$ cat src/hdl/window_watchdog_map.vh
// register map, reset values and timing counts of the window watchdog
// assumes a 10 MHz system clock and an external osc_div_clock tick strobe
`ifndef WINDOW_WATCHDOG_MAP_VH
`define WINDOW_WATCHDOG_MAP_VH

// register indices as printed, byte address is four times the index
`define WDG_CTRL_INDEX 8'h2a
`define WDG_WIN_INDEX 8'h30
`define WDG_CTRL_ADDR 12'h0a8
`define WDG_WIN_ADDR 12'h0c0

// field positions of the control register
`define WDG_ACT_BIT 7
`define WDG_MSB_BIT 6

// reset values
`define WDG_CTRL_RESET 8'h7f
`define WDG_WIN_RESET 8'h7f

// counter value whose decrement raises the reset
`define WDG_ROLL_VALUE 7'h40

// clock and reset pin timing
`define WDG_CLK_PERIOD_NS 100
`define WDG_RST_PULSE_NS 30000
`define WDG_RST_PULSE_CYC ((`WDG_RST_PULSE_NS + `WDG_CLK_PERIOD_NS - 1) / `WDG_CLK_PERIOD_NS)

// wake-up delays in cpu clocks
`define WDG_WAKE_SHORT_CYC 256
`define WDG_WAKE_LONG_CYC 4096

// prescaler: 64 ticks per unit, 256 units per decrement (16384 ticks)
`define WDG_PRESC_PERIOD 16384
`define WDG_UNIT_TICKS 64
`define WDG_FIRST_BASE 8'h80
`define WDG_SHORT_BASE 8'hc0

// time base constants per timebase_select
`define WDG_TB0_MSB 8'h04
`define WDG_TB0_LSB 8'h3b
`define WDG_TB1_MSB 8'h08
`define WDG_TB1_LSB 8'h35
`define WDG_TB2_MSB 8'h14
`define WDG_TB2_LSB 8'h23
`define WDG_TB3_MSB 8'h31
`define WDG_TB3_LSB 8'h36

`endif

$ cat src/hdl/window_watchdog.v
// window watchdog with apb register access, low-power mode handling and
// a stretched open-drain reset pin drive
// assumes the system reset logic answers wdog_reset_req_o by pulling rstn_i,
// and that cpu mode strobes are synchronous to clk_i
//
// Our own choices: the APB interface to the registers and the placing of the registers.
`timescale 1ns/1ps
`include "window_watchdog_map.vh"

// Function
// RULE_01: decrement counter every 16384 osc ticks
// RULE_02: reset on 40h to 3Fh while active
// RULE_03: reset when reloaded above window value
// RULE_04: software reloads only inside the window
// RULE_05: software writes values between FFh and C0h
// RULE_06: software option: off after reset, set-only enable
// RULE_07: hardware option: always active, enable bit ignored
// RULE_08: counter runs even when not activated
// RULE_09: enable with msb clear forces reset
// RULE_10: first decrement within bounded prescaler phase
// RULE_11: prescaler constants follow timebase_select
// RULE_12: halt with reset option gives reset
// RULE_13: halt: one decrement, then stop, no reset
// RULE_14: wake from halt resumes after delay
// RULE_15: reset ends halt into disabled state
// RULE_16: active-halt freezes counter, resumes on wake
// RULE_17: slow and wait modes keep normal rate
// RULE_18: software refreshes counter before halt
// RULE_19: both registers reset to 7Fh
// RULE_20: control holds activate bit and counter
// RULE_21: window check unsigned at each write
// RULE_22: single combined reset request pulse
module window_watchdog (
  input wire clk_i,
  input wire rstn_i,
  input wire psel_i,
  input wire penable_i,
  input wire pwrite_i,
  input wire [11:0] paddr_i,
  input wire [31:0] pwdata_i,
  output reg [31:0] prdata_o,
  output reg pready_o,
  output reg pslverr_o,
  input wire osc_tick_i,
  input wire [1:0] timebase_select_i,
  input wire rtc_irq_enable_i,
  input wire hw_watchdog_option_i,
  input wire halt_reset_option_i,
  input wire halt_exec_i,
  input wire ext_irq_i,
  input wire osc_irq_i,
  input wire wake_delay_long_i,
  input wire wake_from_halt_i,
  output reg wdog_reset_req_o,
  output reg reset_pin_o,
  output reg reset_pin_oe_o,
  output reg wdog_active_o,
  output reg counting_o
);

  // low-power states of the counter
  localparam [2:0] ST_RUN = 3'd0; // normal, slow and wait operation
  localparam [2:0] ST_HALT_DEC = 3'd1; // halt entered, one decrement pending
  localparam [2:0] ST_HALTED = 3'd2; // halt, counter stopped
  localparam [2:0] ST_AHALT = 3'd3; // active-halt, counter frozen
  localparam [2:0] ST_WAKE = 3'd4; // waiting out the wake-up delay

  // register selection codes
  localparam [1:0] SEL_NONE = 2'd0;
  localparam [1:0] SEL_CTRL = 2'd1;
  localparam [1:0] SEL_WIN = 2'd2;

  // timing counts as plain integers, then cut to their counter widths
  localparam integer PIN_CYC_INT = `WDG_RST_PULSE_CYC;
  localparam integer WAKE_SHORT_INT = `WDG_WAKE_SHORT_CYC - 1;
  localparam integer WAKE_LONG_INT = `WDG_WAKE_LONG_CYC - 1;
  localparam [8:0] PIN_CYC = PIN_CYC_INT[8:0]; // reset pin low time
  localparam [12:0] WAKE_SHORT = WAKE_SHORT_INT[12:0]; // short wake-up delay less one
  localparam [12:0] WAKE_LONG = WAKE_LONG_INT[12:0]; // long wake-up delay less one
  localparam [7:0] CTRL_RST = `WDG_CTRL_RESET;
  localparam [7:0] WIN_RST = `WDG_WIN_RESET;

  // address decode shared by read capture and write strobes
  function [1:0] reg_sel;
    input [11:0] addr;
    begin
      if (addr == `WDG_CTRL_ADDR) begin
        reg_sel = SEL_CTRL;
      end else if (addr == `WDG_WIN_ADDR) begin
        reg_sel = SEL_WIN;
      end else begin
        reg_sel = SEL_NONE;
      end
    end
  endfunction

  // stored state and next-state values
  reg activate_ff; // software activation, set only
  reg [6:0] count_ff; // the 7-bit downcounter
  reg [6:0] window_ff; // window upper limit
  reg [2:0] state_ff; // low-power state
  reg [12:0] wake_cnt_ff; // wake-up delay counter
  reg boot_ff; // high in the first cycle after reset release
  reg [8:0] pin_cnt_ff; // reset pin low time left
  reg [2:0] nxt_state; // next low-power state
  reg [12:0] nxt_wake_cnt; // next wake-up delay count

  // decode and reset source nets
  wire dec_w; // decrement strobe from the prescaler
  wire active_w; // watchdog may raise a reset
  wire [1:0] sel_w; // decoded register
  wire access_w; // access phase before pready
  wire done_w; // access phase ending at this edge
  wire wr_ctrl_w; // control write takes effect
  wire wr_win_w; // window write takes effect
  wire run_w; // prescaler and counter may advance
  wire roll_rst_w; // rollover source
  wire early_rst_w; // reload above the window source
  wire forced_rst_w; // software forced source
  wire halt_rst_w; // reset on halt source
  wire any_rst_w; // combined request
  wire halt_enter_w; // halt without a reset

  // activation: hardware option or the set-only bit
  assign active_w = hw_watchdog_option_i | activate_ff; // RULE_06 RULE_07

  // apb phase decode, two-cycle access phase
  assign sel_w = reg_sel(paddr_i);
  assign access_w = psel_i & penable_i & ~pready_o;
  assign done_w = psel_i & penable_i & pready_o;
  assign wr_ctrl_w = done_w & pwrite_i & (sel_w == SEL_CTRL);
  assign wr_win_w = done_w & pwrite_i & (sel_w == SEL_WIN);

  // counting runs in normal, slow and wait modes and before the halt decrement
  assign run_w = (state_ff == ST_RUN) | (state_ff == ST_HALT_DEC); // RULE_08 RULE_17

  // rollover from 40h to 3Fh while active and running
  assign roll_rst_w = dec_w & ~wr_ctrl_w & (count_ff == `WDG_ROLL_VALUE) &
                      active_w & (state_ff == ST_RUN); // RULE_02

  // reload above the window, unsigned compare at the write
  assign early_rst_w = wr_ctrl_w & active_w & (count_ff > window_ff); // RULE_03 RULE_21

  // enabling write with the counter msb clear
  assign forced_rst_w = wr_ctrl_w & (active_w | pwdata_i[`WDG_ACT_BIT]) &
                        ~pwdata_i[`WDG_MSB_BIT]; // RULE_09

  // halt instruction with the reset-on-halt option
  assign halt_rst_w = halt_exec_i & active_w & halt_reset_option_i &
                      (state_ff == ST_RUN); // RULE_12

  // every source goes onto the one request, blocked while the pin is low
  // masking keeps a second source inside the same reset cycle from
  // restarting the pin stretch
  assign any_rst_w = (roll_rst_w | early_rst_w | forced_rst_w | halt_rst_w) &
                     ~reset_pin_oe_o; // RULE_22

  // halt entry without a reset
  // a halt that raises a reset never enters a low-power state
  assign halt_enter_w = halt_exec_i & ~halt_rst_w & (state_ff == ST_RUN);

  // prescaler shared with the clock controller time base
  wdog_prescaler u_presc (
    .clk_i(clk_i),
    .rstn_i(rstn_i),
    .osc_tick_i(osc_tick_i),
    .run_i(run_w),
    .load_i(wr_ctrl_w),
    .timebase_select_i(timebase_select_i),
    .dec_o(dec_w)
  );

  // apb slave: pready one cycle into the access phase, data captured with it
  always @(posedge clk_i) begin
    if (!rstn_i) begin
      prdata_o <= 32'h00000000;
      pready_o <= 1'b0;
      pslverr_o <= 1'b0;
    end else begin
      pready_o <= access_w;
      if (access_w) begin
        // unmapped addresses answer with an error and zero data
        pslverr_o <= (sel_w == SEL_NONE);
        case (sel_w)
          SEL_CTRL: begin
            prdata_o <= {24'h000000, activate_ff, count_ff}; // RULE_20
          end
          SEL_WIN: begin
            prdata_o <= {25'h0000000, window_ff};
          end
          default: begin
            prdata_o <= 32'h00000000;
          end
        endcase
      end else begin
        // outside the answer cycle the read bus rests at zero
        pslverr_o <= 1'b0;
        prdata_o <= 32'h00000000;
      end
    end
  end

  // activation bit, set by software, cleared only by reset
  // with the hardware option the bit still stores but is not needed
  always @(posedge clk_i) begin
    if (!rstn_i) begin
      activate_ff <= CTRL_RST[`WDG_ACT_BIT]; // RULE_19 RULE_15
    end else if (wr_ctrl_w && pwdata_i[`WDG_ACT_BIT]) begin
      activate_ff <= 1'b1; // RULE_06 RULE_20
    end
  end

  // downcounter: a reload wins over a decrement in the same cycle
  // the prescaler takes its new phase on the same reload once its stage has reached first_w
  always @(posedge clk_i) begin
    if (!rstn_i) begin
      count_ff <= CTRL_RST[6:0]; // RULE_19
    end else if (wr_ctrl_w) begin
      count_ff <= pwdata_i[6:0]; // RULE_20
    end else if (dec_w) begin
      count_ff <= count_ff - 7'h01; // RULE_01 RULE_08 RULE_13
    end
  end

  // window register
  // bit 7 of the window word is reserved and dropped
  always @(posedge clk_i) begin
    if (!rstn_i) begin
      window_ff <= WIN_RST[6:0]; // RULE_19
    end else if (wr_win_w) begin
      window_ff <= pwdata_i[6:0];
    end
  end

  // first cycle after reset release, used to catch the halt wake strap
  // wake_from_halt_i only matters in that one cycle
  always @(posedge clk_i) begin
    if (!rstn_i) begin
      boot_ff <= 1'b1;
    end else begin
      boot_ff <= 1'b0;
    end
  end

  // low-power state machine
  always @* begin
    nxt_state = state_ff;
    nxt_wake_cnt = wake_cnt_ff;
    case (state_ff)
      ST_RUN: begin
        if (boot_ff && wake_from_halt_i) begin
          // reset ended a halt: wait before counting again
          nxt_state = ST_WAKE; // RULE_14 RULE_15
          nxt_wake_cnt = wake_delay_long_i ? WAKE_LONG : WAKE_SHORT;
        end else if (halt_enter_w && rtc_irq_enable_i) begin
          // active-halt: counter frozen at once
          nxt_state = ST_AHALT; // RULE_16
        end else if (halt_enter_w) begin
          // plain halt: let one decrement through
          nxt_state = ST_HALT_DEC; // RULE_13
        end
      end
      ST_HALT_DEC: begin
        // one more decrement, then the counter stops
        // no rollover reset is raised outside the run state
        if (dec_w) begin
          nxt_state = ST_HALTED; // RULE_13
        end
      end
      ST_HALTED: begin
        // an external interrupt wakes the cpu, counting waits for the delay
        if (ext_irq_i) begin
          nxt_state = ST_WAKE; // RULE_14
          nxt_wake_cnt = wake_delay_long_i ? WAKE_LONG : WAKE_SHORT;
        end
      end
      ST_AHALT: begin
        // oscillator or external interrupt resumes counting at once
        if (osc_irq_i || ext_irq_i) begin
          nxt_state = ST_RUN; // RULE_16
        end
      end
      ST_WAKE: begin
        // count the wake-up delay down to zero
        if (wake_cnt_ff == 13'h0000) begin
          nxt_state = ST_RUN; // RULE_14
        end else begin
          nxt_wake_cnt = wake_cnt_ff - 13'h0001;
        end
      end
      default: begin
        nxt_state = ST_RUN;
      end
    endcase
  end

  // state and wake counter registers
  always @(posedge clk_i) begin
    if (!rstn_i) begin
      state_ff <= ST_RUN;
      wake_cnt_ff <= 13'h0000;
    end else begin
      state_ff <= nxt_state;
      wake_cnt_ff <= nxt_wake_cnt;
    end
  end

  // reset request pulse and stretched open-drain pin drive
  always @(posedge clk_i) begin
    if (!rstn_i) begin
      wdog_reset_req_o <= 1'b0;
      reset_pin_o <= 1'b0;
      reset_pin_oe_o <= 1'b0;
      pin_cnt_ff <= 9'h000;
    end else begin
      wdog_reset_req_o <= any_rst_w; // RULE_22
      reset_pin_o <= 1'b0;
      if (any_rst_w) begin
        // pin pulled low for PIN_CYC cycles from the reset cycle
        reset_pin_oe_o <= 1'b1; // RULE_02
        pin_cnt_ff <= PIN_CYC - 9'h001;
      end else if (pin_cnt_ff != 9'h000) begin
        // hold the pull while time is left
        pin_cnt_ff <= pin_cnt_ff - 9'h001;
      end else begin
        // release the pin
        reset_pin_oe_o <= 1'b0;
      end
    end
  end

  // status outputs
  // both follow their sources one cycle late
  always @(posedge clk_i) begin
    if (!rstn_i) begin
      wdog_active_o <= 1'b0;
      counting_o <= 1'b0;
    end else begin
      wdog_active_o <= active_w;
      counting_o <= run_w;
    end
  end

endmodule

$ cat src/hdl/wdog_prescaler.v
// prescaler that produces the watchdog decrement strobe from osc ticks
// assumes osc_tick_i is a one-cycle strobe per osc_div_clock period
`timescale 1ns/1ps
`include "window_watchdog_map.vh"

module wdog_prescaler (
  input wire clk_i,
  input wire rstn_i,
  input wire osc_tick_i,
  input wire run_i,
  input wire load_i,
  input wire [1:0] timebase_select_i,
  output reg dec_o
);

  // time base msb constant for a selection
  function [7:0] tb_msb;
    input [1:0] sel;
    begin
      case (sel)
        2'b00: tb_msb = `WDG_TB0_MSB;
        2'b01: tb_msb = `WDG_TB1_MSB;
        2'b10: tb_msb = `WDG_TB2_MSB;
        default: tb_msb = `WDG_TB3_MSB;
      endcase
    end
  endfunction

  // time base lsb constant for a selection
  function [7:0] tb_lsb;
    input [1:0] sel;
    begin
      case (sel)
        2'b00: tb_lsb = `WDG_TB0_LSB;
        2'b01: tb_lsb = `WDG_TB1_LSB;
        2'b10: tb_lsb = `WDG_TB2_LSB;
        default: tb_lsb = `WDG_TB3_LSB;
      endcase
    end
  endfunction

  reg [5:0] unit_ff; // ticks inside one 64-tick unit
  reg [7:0] stage_ff; // units inside one decrement period
  reg [7:0] acc_ff; // phase accumulator of the shared time base
  wire [7:0] msb_w = tb_msb(timebase_select_i);
  wire [7:0] lsb_w = tb_lsb(timebase_select_i);
  wire [7:0] acc_add_w = acc_ff + 8'd4;
  wire [7:0] first_w = `WDG_FIRST_BASE - lsb_w; // start unit giving (lsb+128) units
  wire [7:0] short_w = `WDG_SHORT_BASE + lsb_w; // units of a shortened period
  wire [7:0] short_start_w = 8'd0 - short_w; // start unit giving (lsb+192) units

  // unit counter, stage counter and strobe
  always @(posedge clk_i) begin
    if (!rstn_i) begin
      unit_ff <= 6'h00;
      stage_ff <= 8'h00;
      acc_ff <= 8'h00;
      dec_o <= 1'b0;
    end else begin
      dec_o <= 1'b0;
      if (load_i && (stage_ff >= first_w)) begin
        // a reload never sees less than the minimum first period
        unit_ff <= 6'h00; // RULE_10
        stage_ff <= first_w; // RULE_10
      end else if (osc_tick_i && run_i) begin
        unit_ff <= unit_ff + 6'h01;
        if (unit_ff == 6'h3f) begin
          if (stage_ff == 8'hff) begin
            dec_o <= 1'b1; // RULE_01
            // time base end shortens the next period
            if (acc_add_w >= msb_w) begin
              acc_ff <= acc_add_w - msb_w; // RULE_11
              stage_ff <= short_start_w; // RULE_11
            end else begin
              acc_ff <= acc_add_w;
              stage_ff <= 8'h00;
            end
          end else begin
            stage_ff <= stage_ff + 8'h01;
          end
        end
      end
    end
  end

endmodule

$ cat config.mk
export PLATFORM = sky130hd
export DESIGN_NAME = window_watchdog
export DESIGN_NICKNAME = d
export VERILOG_FILES = /design/src/hdl/window_watchdog.v /design/src/hdl/wdog_prescaler.v
export VERILOG_INCLUDE_DIRS = /design/src /design/src/hdl
export SDC_FILE = /design/constraint.sdc
export NUM_CORES = 1
export LEC_CHECK = 0
export BUFFER_PORTS_ARGS = -buffer_cell sky130_fd_sc_hd__buf_2
export CAP_MARGIN = 20
export CORE_ASPECT_RATIO = 2
export CORE_UTILIZATION = 25
export CTS_CLUSTER_DIAMETER = 80
export DETAILED_ROUTE_END_ITERATION = 6
export PLACE_DENSITY = 0.4
export SYNTH_ARGS = -nofsm -noshare
export SYNTH_HDL_FRONTEND = slang
export SYNTH_SLANG_ARGS = --single-unit
$ cat constraint.sdc
create_clock -name clk_i -period 8.4 [get_ports clk_i]
set_input_delay 0.84 -clock clk_i [delete_from_list [all_inputs] [get_ports clk_i]]
set_output_delay 0.84 -clock clk_i [all_outputs]
set_load 0.01 [all_outputs]
Word-level counts from Yosys, hierarchy flattened
Index checks and enable logic that the tools add are counted.

Order comparisons: 3. Equality and inequality tests: 21. Reductions and logical operators: 24. Bitwise operators: 35. Mux-type cells: 32. Add/subtract/negate cells: 10.

Operator list (number): 8-bit two-way mux (6); 13-bit two-way mux (3); 13-bit one-hot mux with 3 select lines (1); 12-bit by 8-bit equality test with 1-bit output, second input constant (2); 3-bit two-way mux (7); 1-bit AND (20); 9-bit two-way mux (2); 6-bit one-hot mux with 3 select lines (1); 8-bit one-hot mux with 2 select lines (1); 3-bit one-hot mux with 5 select lines (1); 5-bit one-hot mux with 3 select lines (1); 7-bit two-way mux (2); 13-bit zero test (1); 13-bit by 1-bit subtractor with 13-bit output, second input constant (1); 12-bit two-way mux (1); 2-bit inequality test, second input constant (5); 1-bit inverter (9); 9-bit nonzero test (1); 9-bit by 1-bit subtractor with 9-bit output, second input constant (1); 7-bit by 7-bit adder with 8-bit output, first input constant (1); 8-bit by 1-bit adder with 8-bit output, second input constant (1); 8-bit by 3-bit adder with 8-bit output, second input constant (1); 8-bit equality test, second input constant (1); 8-bit by 6-bit >= comparator with 1-bit output (1); 30 further kinds (54).

Logic and storage cells: 144. Input bits: 60. Output and inout port bits: 39. Register bits: 102.

Longest topological paths before layout
Gate-level depths: netlist of the first run.

Depth after elaboration: 15. Gate-level depth with buffers: 12. Depth with buffers taken out: 10.

By module
Synthesis of the first run repeated with hierarchy kept, for this count alone.

Cells, all modules: 557. Area total of the unflattened synthesis: 4655.7 µm².

By module, submodules not included: window_watchdog (sequential area each 1101.1 µm², cells an instance 349, area each 2984.1 µm², instances 1); wdog_prescaler (sequential area each 460.4 µm², cells an instance 208, area each 1671.6 µm², instances 1).

Least setup slack after synthesis of the first run
Ideal clock, no wire load.

Path type: input -> register. Start point: input port timebase_select_i[0]. End point: register u_presc.acc_ff[5]. Buffers on the path: 1. Stages on the path: 11. Data required time: 8283 ps. Library setup time: 117 ps. Path slack: 5582 ps. Data arrival time: 2701 ps. Cells stage by stage: nand2_1 inv_1 ha_1 ha_1 nor2b_1 o21ai_1 o21ai_1 or4_1 buf_2 mux2_4 a32o_1.

Longest elaborated chain between the ends: 7. Elaborated cells between the ends (all ways): 13. Classes of those cells: add/sub: 2; order compare: 2; eq/ne: 2; mux: 3; bitwise: 1; reduce/logical: 3.

Ends and longest elaborated chain: from (decl) (line window_watchdog.v:45) `input wire [1:0] timebase_select_i,`; 2-bit equality test (tied with other cells) (line wdog_prescaler.v:20, wdog_prescaler.v:33); 5-bit one-hot mux with 3 select lines (line wdog_prescaler.v:33) `case (sel)`; 8-bit by 6-bit subtractor with 8-bit output (no line); 8-bit >= comparator (line wdog_prescaler.v:61) `if (load_i && (stage_ff >= first_w)) begin`; 1-bit logical AND (line wdog_prescaler.v:61); 1-bit inverter (no line); 4-bit AND reduction (no line); to (signal assigned) (line wdog_prescaler.v:72) `acc_ff <= acc_add_w - msb_w;`; to (signal assigned) (line wdog_prescaler.v:75) `acc_ff <= acc_add_w;`; to (decl) (line wdog_prescaler.v:44) `reg [7:0] acc_ff;`.

Parallel ways exist; a longest one is shown, timed or not. A chain may end at the register's enable or synchronous reset.

Worst setup path in the final report of the first run
Start point: input port timebase_select_i[0]. End point: register u_presc.stage_ff[2].

Longest elaborated chain between the ends: 9. Elaborated cells between the ends (all ways): 19. Classes of those cells: add/sub: 3; order compare: 2; eq/ne: 2; mux: 7; reduce/logical: 5.

Ends and longest elaborated chain: 2-bit equality test (tied with other cells) (line wdog_prescaler.v:20, wdog_prescaler.v:33); 5-bit one-hot mux with 3 select lines (line wdog_prescaler.v:33); 7-bit by 7-bit adder with 8-bit output (no line); 1-bit by 8-bit subtractor with 8-bit output (line wdog_prescaler.v:50) `wire [7:0] short_start_w = 8'd0 - short_w;`; 8-bit two-way mux (line wdog_prescaler.v:71) `if (acc_add_w >= msb_w) begin`; 8-bit two-way mux (line wdog_prescaler.v:68) `if (stage_ff == 8'hff) begin`; 8-bit two-way mux (line wdog_prescaler.v:67) `if (unit_ff == 6'h3f) begin`; 8-bit two-way mux (line wdog_prescaler.v:65) `end else if (osc_tick_i && run_i) begin`; 8-bit two-way mux (line wdog_prescaler.v:61); to (signal assigned) (line wdog_prescaler.v:64) `stage_ff <= first_w;`; to (signal assigned) (line wdog_prescaler.v:73) `stage_ff <= short_start_w;`; to (signal assigned) (line wdog_prescaler.v:79) `stage_ff <= stage_ff + 8'h01;`; to (decl) (line wdog_prescaler.v:43) `reg [7:0] stage_ff;`.

Parallel ways exist; a longest one is shown, timed or not. The select of a mux whose other input is x is not followed.

==> metrics, run 1 <==
# rows=69; critical path launch point type=input pin; initial antenna violation count=0; initial drt markers=147; max_cap viols=0; hold_buf cts=0; Antenna Nets Post-Route=0; unrepaired setup endpoints after global routing=no; Final Cell Area=0.005139 mm2; Async S/R FF share, synth=0%; Lkg Pwr=0.002114 uW; Max Slew Vio Count=0; clock latency on the worst-skew pair=0.34 ns; GPL Wtd Cong=0.7848; global-route wire length before repair=19.04 mm; Longest Clk Path Bufs=2; initial core utilization=25.36%; Hold Crit Class=reg -> reg; min setup slack post-route=5.152 ns; Area after DPL=0.004816 mm2; CTS-repair resized insts=0; YS warnings=0; CP Max Fanout=14; status=finished clean; dominant cell by count in the synthesized netlist=dfxtp_1; Reg2Reg Depth=9; Area Growth Syn to Fin=14.50%; DRT Pass-1 Iters=4; Max VDD drop=0.1729 mV; Mapped Area=0.004488 mm2; Overall Power=1238 uW; Seq/Total Area, Yosys=34.79%; syn avg cell area=8.281 um2; TritonCTS clock tree=yes; drt total wl=11.84 mm; GRT Overall Usage=13.12%; Post-Synthesis Cells=542; fmax=0.3079 GHz; DIE WIDTH=96.74 um; R2R Setup Slk=5.28 ns; Yosys top cell by area=dfxtp_1; multi-input logic area=0.002626 mm2; largest net degree at the start of global routing=40; Fillers=1874; slew margin rel.=36.54%; worst hold stages=2; layout cells sized above 1=14.33%; vias in the first global route=3864; Ports=99; nets@finish=666; most frequent cells after synthesis=dfxtp_1 (78), nor2_1 (58), nand2_1 (50); Remaining Overflow, GRT=0; DRC errors left=0; pwr/cell area=241.0 mW/mm2; DR vias/cell=4.844; EDFF count, synth=0; WHS Endpoint=wake_cnt_ff[12]; Setup Crit Path Kind=in -> reg; CTS clk-pin slew, worst paths=0.06 ns; Final min period=3.248 ns; post-synthesis cell type count=66; Synth Register Bits=78; Port Buffers=49; Top FF cell, synth=dfxtp_1; Worst Skew=0.004015 ns; Fin Setup TNS=0 ns; crit path DAT=3.46 ns; final hold vios=0; DP Wirelength=9.092 mm; final worst path period share=38.67%; Setup-failing EPs final=0; register area=0.001562 mm2; Post-CTS Setup Bufs=0; CTS buffer count=9; largest cells by area after synthesis=dfxtp_1 (35%), ha_1 (7.0%), nor2_1 (4.9%), buf_4 (4.3%), nand2_1 (4.2%); core footprint=0.01770 mm2; Die Span Y=191.5 um; crit end category=register; routed vias=3870; Worst Tran Pin Value=0.9483 ns; drt wl/cell=14.82 um; CP required=8.61 ns; # clock sinks=78; Setup WS pre-CTS=4.805 ns; R2R Path End=u_presc.stage_ff[2]; Reg-to-Reg Start=u_presc.acc_ff[2]; die area=0.01852 mm2; clk root buf=clkbuf_16; area fraction of the dominant cell type after synthesis=34.79%; Hold Path Origin=wake_cnt_ff[12]; H-tree Lvls=3; Ant. Diodes=0
==> per-layer routing <==
| layer | vias up | share of wire [%] | track usage (%) |
|---|---|---|---|
| met5 | - | 0 | 0 |
| met4 | 0 | 3.6 | 7.865 |
| met3 | 21 | 2.3 | 1.938 |
| met2 | 68 | 57 | 26.27 |
| met1 | 1851 | 37 | 12.21 |
| li1 | 1930 | - | - |
==> cell families after synthesis <==
group	count (synthesis)	synth area share (%)
DFF	78	34.79
and+or+nand+nor	207	24.17
adders and majority gates	25	6.970
xor gates and xnor gates	36	7.025
muxes	4	1.004
AOI/OAI and AO/OA	116	17.17
other	2	0.1673
buffers and inverters	74	8.698
==> report_power, final <==
part           internal, uW  leakage (uW)  switching [uW]  total (uW)
clock                   261      0.000152             165         426
combinational           145       0.00133             190         335
sequential              420      0.000635            57.6         478
total                   827       0.00211             412        1240
==> state kept, by name (all words and copies together) (netlist names) <==
name,cells
activate_ff,1
boot_ff,1
count_ff,7
counting_o,1
pin_cnt_ff,9
prdata_o,8
pready_o,1
pslverr_o,1
reset_pin_oe_o,1
state_ff,3
u_presc.acc_ff,8
u_presc.dec_o,1
u_presc.stage_ff,8
u_presc.unit_ff,6
wake_cnt_ff,13
wdog_active_o,1
wdog_reset_req_o,1
window_ff,7
==> layout by cell type, fill, tap and decap left out, drive strengths merged, types with 8 or more instances in the layout <==
| master | synthesis | layout |
|---|---|---|
| a21oi | 25 | 25 |
| buf | 34 | 51 |
| clkbuf | 13 | 9 |
| conb | 2 | 26 |
| dfxtp | 78 | 78 |
| ha | 25 | 25 |
| inv | 27 | 28 |
| nand2 | 50 | 50 |
| nand3 | 16 | 16 |
| nor2 | 58 | 58 |
| nor3 | 23 | 23 |
| o21a | 8 | 8 |
| o21ai | 28 | 28 |
| xnor2 | 16 | 16 |
| xor2 | 20 | 20 |
==> critical path: stages <==
cell,delay [ns]
buf_2,0.21
nand2_1,0.19
inv_1,0.09
ha_1,0.16
ha_1,0.18
nor2b_1,0.06
o21ai_1,0.19
o21ai_1,0.11
or4_1,0.83
a31oi_1,0.48
o22ai_1,0.11
==> through the flow <==
| step | util (%) | std cells | hold WS [ns] |
|---|---|---|---|
| final | 29.04 | 799 | 0.4262 |
| after detailed placement | 27.21 | 783 | 0.4217 |
| after floorplan | - | 566 | 0.4069 |
| after CTS | 29.04 | 799 | 0.4305 |
| after global routing | 29.04 | 799 | 0.4683 |
| after global placement | 27.21 | 783 | 0.4168 |
==> area by class of cell <==
type,instances,share of cell area (%)
flip-flops and latches,78,30.39
well taps,213,5.186
inverters,27,1.972
clock inverters,7,1.899
repair buffers,51,5.065
clock buffers,9,4.383
multi-input cells,414,51.11
==> how the worst max path moves through the flow <==
stage / startpoint / end / slack (ns)
final: timebase_select_i[0] / u_presc.stage_ff[2] / 5.15
after global routing: timebase_select_i[0] / u_presc.stage_ff[2] / 4.94
after CTS: timebase_select_i[0] / u_presc.stage_ff[4] / 5.15
after detailed placement: timebase_select_i[0] / u_presc.stage_ff[4] / 4.81
after global placement: timebase_select_i[0] / u_presc.stage_ff[2] / 4.77
after floorplan: timebase_select_i[0] / u_presc.acc_ff[5] / 5.58
(Power assumes the default switching activity.)
==> inputs of run 2 (changes only) <==
--- a/config.mk
+++ b/config.mk
@@ -12,7 +12,7 @@
 export CORE_UTILIZATION = 25
 export CTS_CLUSTER_DIAMETER = 80
 export DETAILED_ROUTE_END_ITERATION = 6
-export PLACE_DENSITY = 0.4
+export PLACE_DENSITY = 0.41
 export SYNTH_ARGS = -nofsm -noshare
 export SYNTH_HDL_FRONTEND = slang
 export SYNTH_SLANG_ARGS = --single-unit
==> constraint.sdc (replaced) <==
create_clock -name clk_i -period 2.8 [get_ports clk_i]
set_input_delay 0.28 -clock clk_i [delete_from_list [all_inputs] [get_ports clk_i]]
set_output_delay 0.28 -clock clk_i [all_outputs]
set_load 0.01 [all_outputs]
==> run 2 against run 1 <==
- total power grew to 3.0 times the previous value
- largest cell class unchanged
- clock power grew to 2.9 times the previous value
- sequential cell count unchanged
- worst hold slack worse by 0.26 ns
- first-iteration DRC count down 25%
- register-to-register slack got worse by 5.1 ns
- clock skew up 0.0039 ns
- sequential share of layout area fell by 0.78 points
- largest power group unchanged
- count of clock-buffer cells in the layout stayed put
==> metrics, run 2 (synthesized netlist as in run 1, its figures left out) <==
most frequent CP cell=ha_1; most common cell after layout, fill and taps aside=dfxtp_1; min setup slack post-route=0.1344 ns; clock latency on the worst-skew pair=0.35 ns; final hold vios=0; Post-CTS Setup Bufs=0; Max Slew Vio Count=0; status=finished clean; Final min period=2.666 ns; Setup WS pre-CTS=0.06513 ns; vias in the first global route=3896; Ports=99; Post-Layout Cell Count=818; crit end category=register; CTS buffer count=9; placed cell count=802; Fillers=1886; CP required=3.06 ns; most frequent cells in the layout=dfxtp_1 (78), nor2_1 (58), nand2_1 (50); Ant. Diodes=0; Die Span Y=191.5 um; DRC errors left=0; worst hold stages=3; nets@finish=685; Area Growth Syn to Fin=17.51%; initial antenna violation count=0; max reg flops=13; GRT Overall Usage=13.32%; Biggest register=wake_cnt_ff; Remaining Overflow, GRT=0; biggest regs=wake_cnt_ff x13, pin_cnt_ff x9; Fin Setup TNS=0 ns; critical path launch point type=register; Crit-path slowest cell=or4_4; CP peak stage delay=0.59 ns; die area=0.01852 mm2; drt wl/cell=14.53 um; Worst Skew=0.007912 ns; Hold Crit Class=in -> reg; initial drt markers=110; initial core utilization=25.36%; Longest Clk Path Bufs=2; Reg2Reg Depth=10; TritonCTS clock tree=yes; Antenna Nets Post-Route=0; fin util=29.80%; hold_buf cts=0; Setup Crit Path Kind=reg -> reg; DP Wirelength=9.149 mm; DRT Pass-1 Iters=4; H-tree Lvls=3; slew margin rel.=57.59%; layout cells sized above 1=17.36%; drt total wl=11.89 mm; clk root buf=clkbuf_16; largest net degree at the start of global routing=39; register area=0.001562 mm2; Worst Tran Pin Value=0.6362 ns; pwr/cell area=695.2 mW/mm2; fmax=0.3751 GHz; multi-input logic area=0.002635 mm2; Setup-failing EPs final=0; GPL Wtd Cong=0.8423; # clock sinks=78; core footprint=0.01770 mm2; final worst path period share=95.20%; routed vias=3922; CTS clk-pin slew, worst paths=0.07 ns; # rows=69; WHS=0.1680 ns; max_cap viols=0; Port Buffers=49; Max VDD drop=0.3397 mV; crit path DAT=2.93 ns; DIE WIDTH=96.74 um; CP Max Fanout=6; worst path cell trace=ha_1, xor2_1, ha_1, a21o_1, a21oi_2, o21ai_1, or4_4, buf_4, and2_1, a211oi_1; DR vias/cell=4.795; global-route wire length before repair=19.46 mm; Lkg Pwr=0.002196 uW
run 2: report_power, final:
group,internal [uW],switching [uW],total (uW)
clock network,703,525,1230
logic,445,564,1010
registers,1260,169,1430
run 2: worst max-delay path: cells and delay by family (launching register included):
family | cells | cell delay (ns)
compound gates | 4 | 0.61
fa+ha+maj | 2 | 0.46
simple gates | 2 | 0.76
flops | 1 | 0.36
xor+xnor | 1 | 0.20
buf+inv | 1 | 0.18
run 2: final timing paths:
| kind | startpoint | endpoint | slack [ns] |
|---|---|---|---|
| hold reg to reg | wake_cnt_ff[12] | wake_cnt_ff[12] | 0.43 |
| setup / recovery | u_presc.acc_ff[3] | u_presc.acc_ff[0] | 0.13 |
| hold / removal | pwdata_i[1] | count_ff[1] | 0.17 |
| setup reg to reg | u_presc.acc_ff[3] | u_presc.acc_ff[0] | 0.13 |
run 2: area by class of cell:
| cell class | instances | area share (%) |
|---|---|---|
| clock buffers | 9 | 4.270 |
| clock inverters | 7 | 1.542 |
| inverters | 27 | 1.922 |
| multi-input cells | 414 | 49.96 |
| flip-flops and latches | 78 | 29.61 |
| well taps | 213 | 5.053 |
| repair buffers | 70 | 7.639 |
run 2: timing repair:
item | 4_1_cts | 5_1_grt
endpoints found under the hold margin | 0 | 0
setup endpoints to repair | 0 | 6
resized for setup | 0 | 2
run 2: per-layer routing:
layer,routed length [um],track usage [%]
met5,0,0
met4,599,8.324
met3,286,2.340
met2,6467,25.73
met1,4534,12.81
run 2: through the flow:
stage               total power [uW]  area (um2)
floorplan                       2272        4578
global placement                2446        4959
detailed placement              2467        4959
CTS                             3712        5265
global route                    3929        5274
finish                          3667        5274
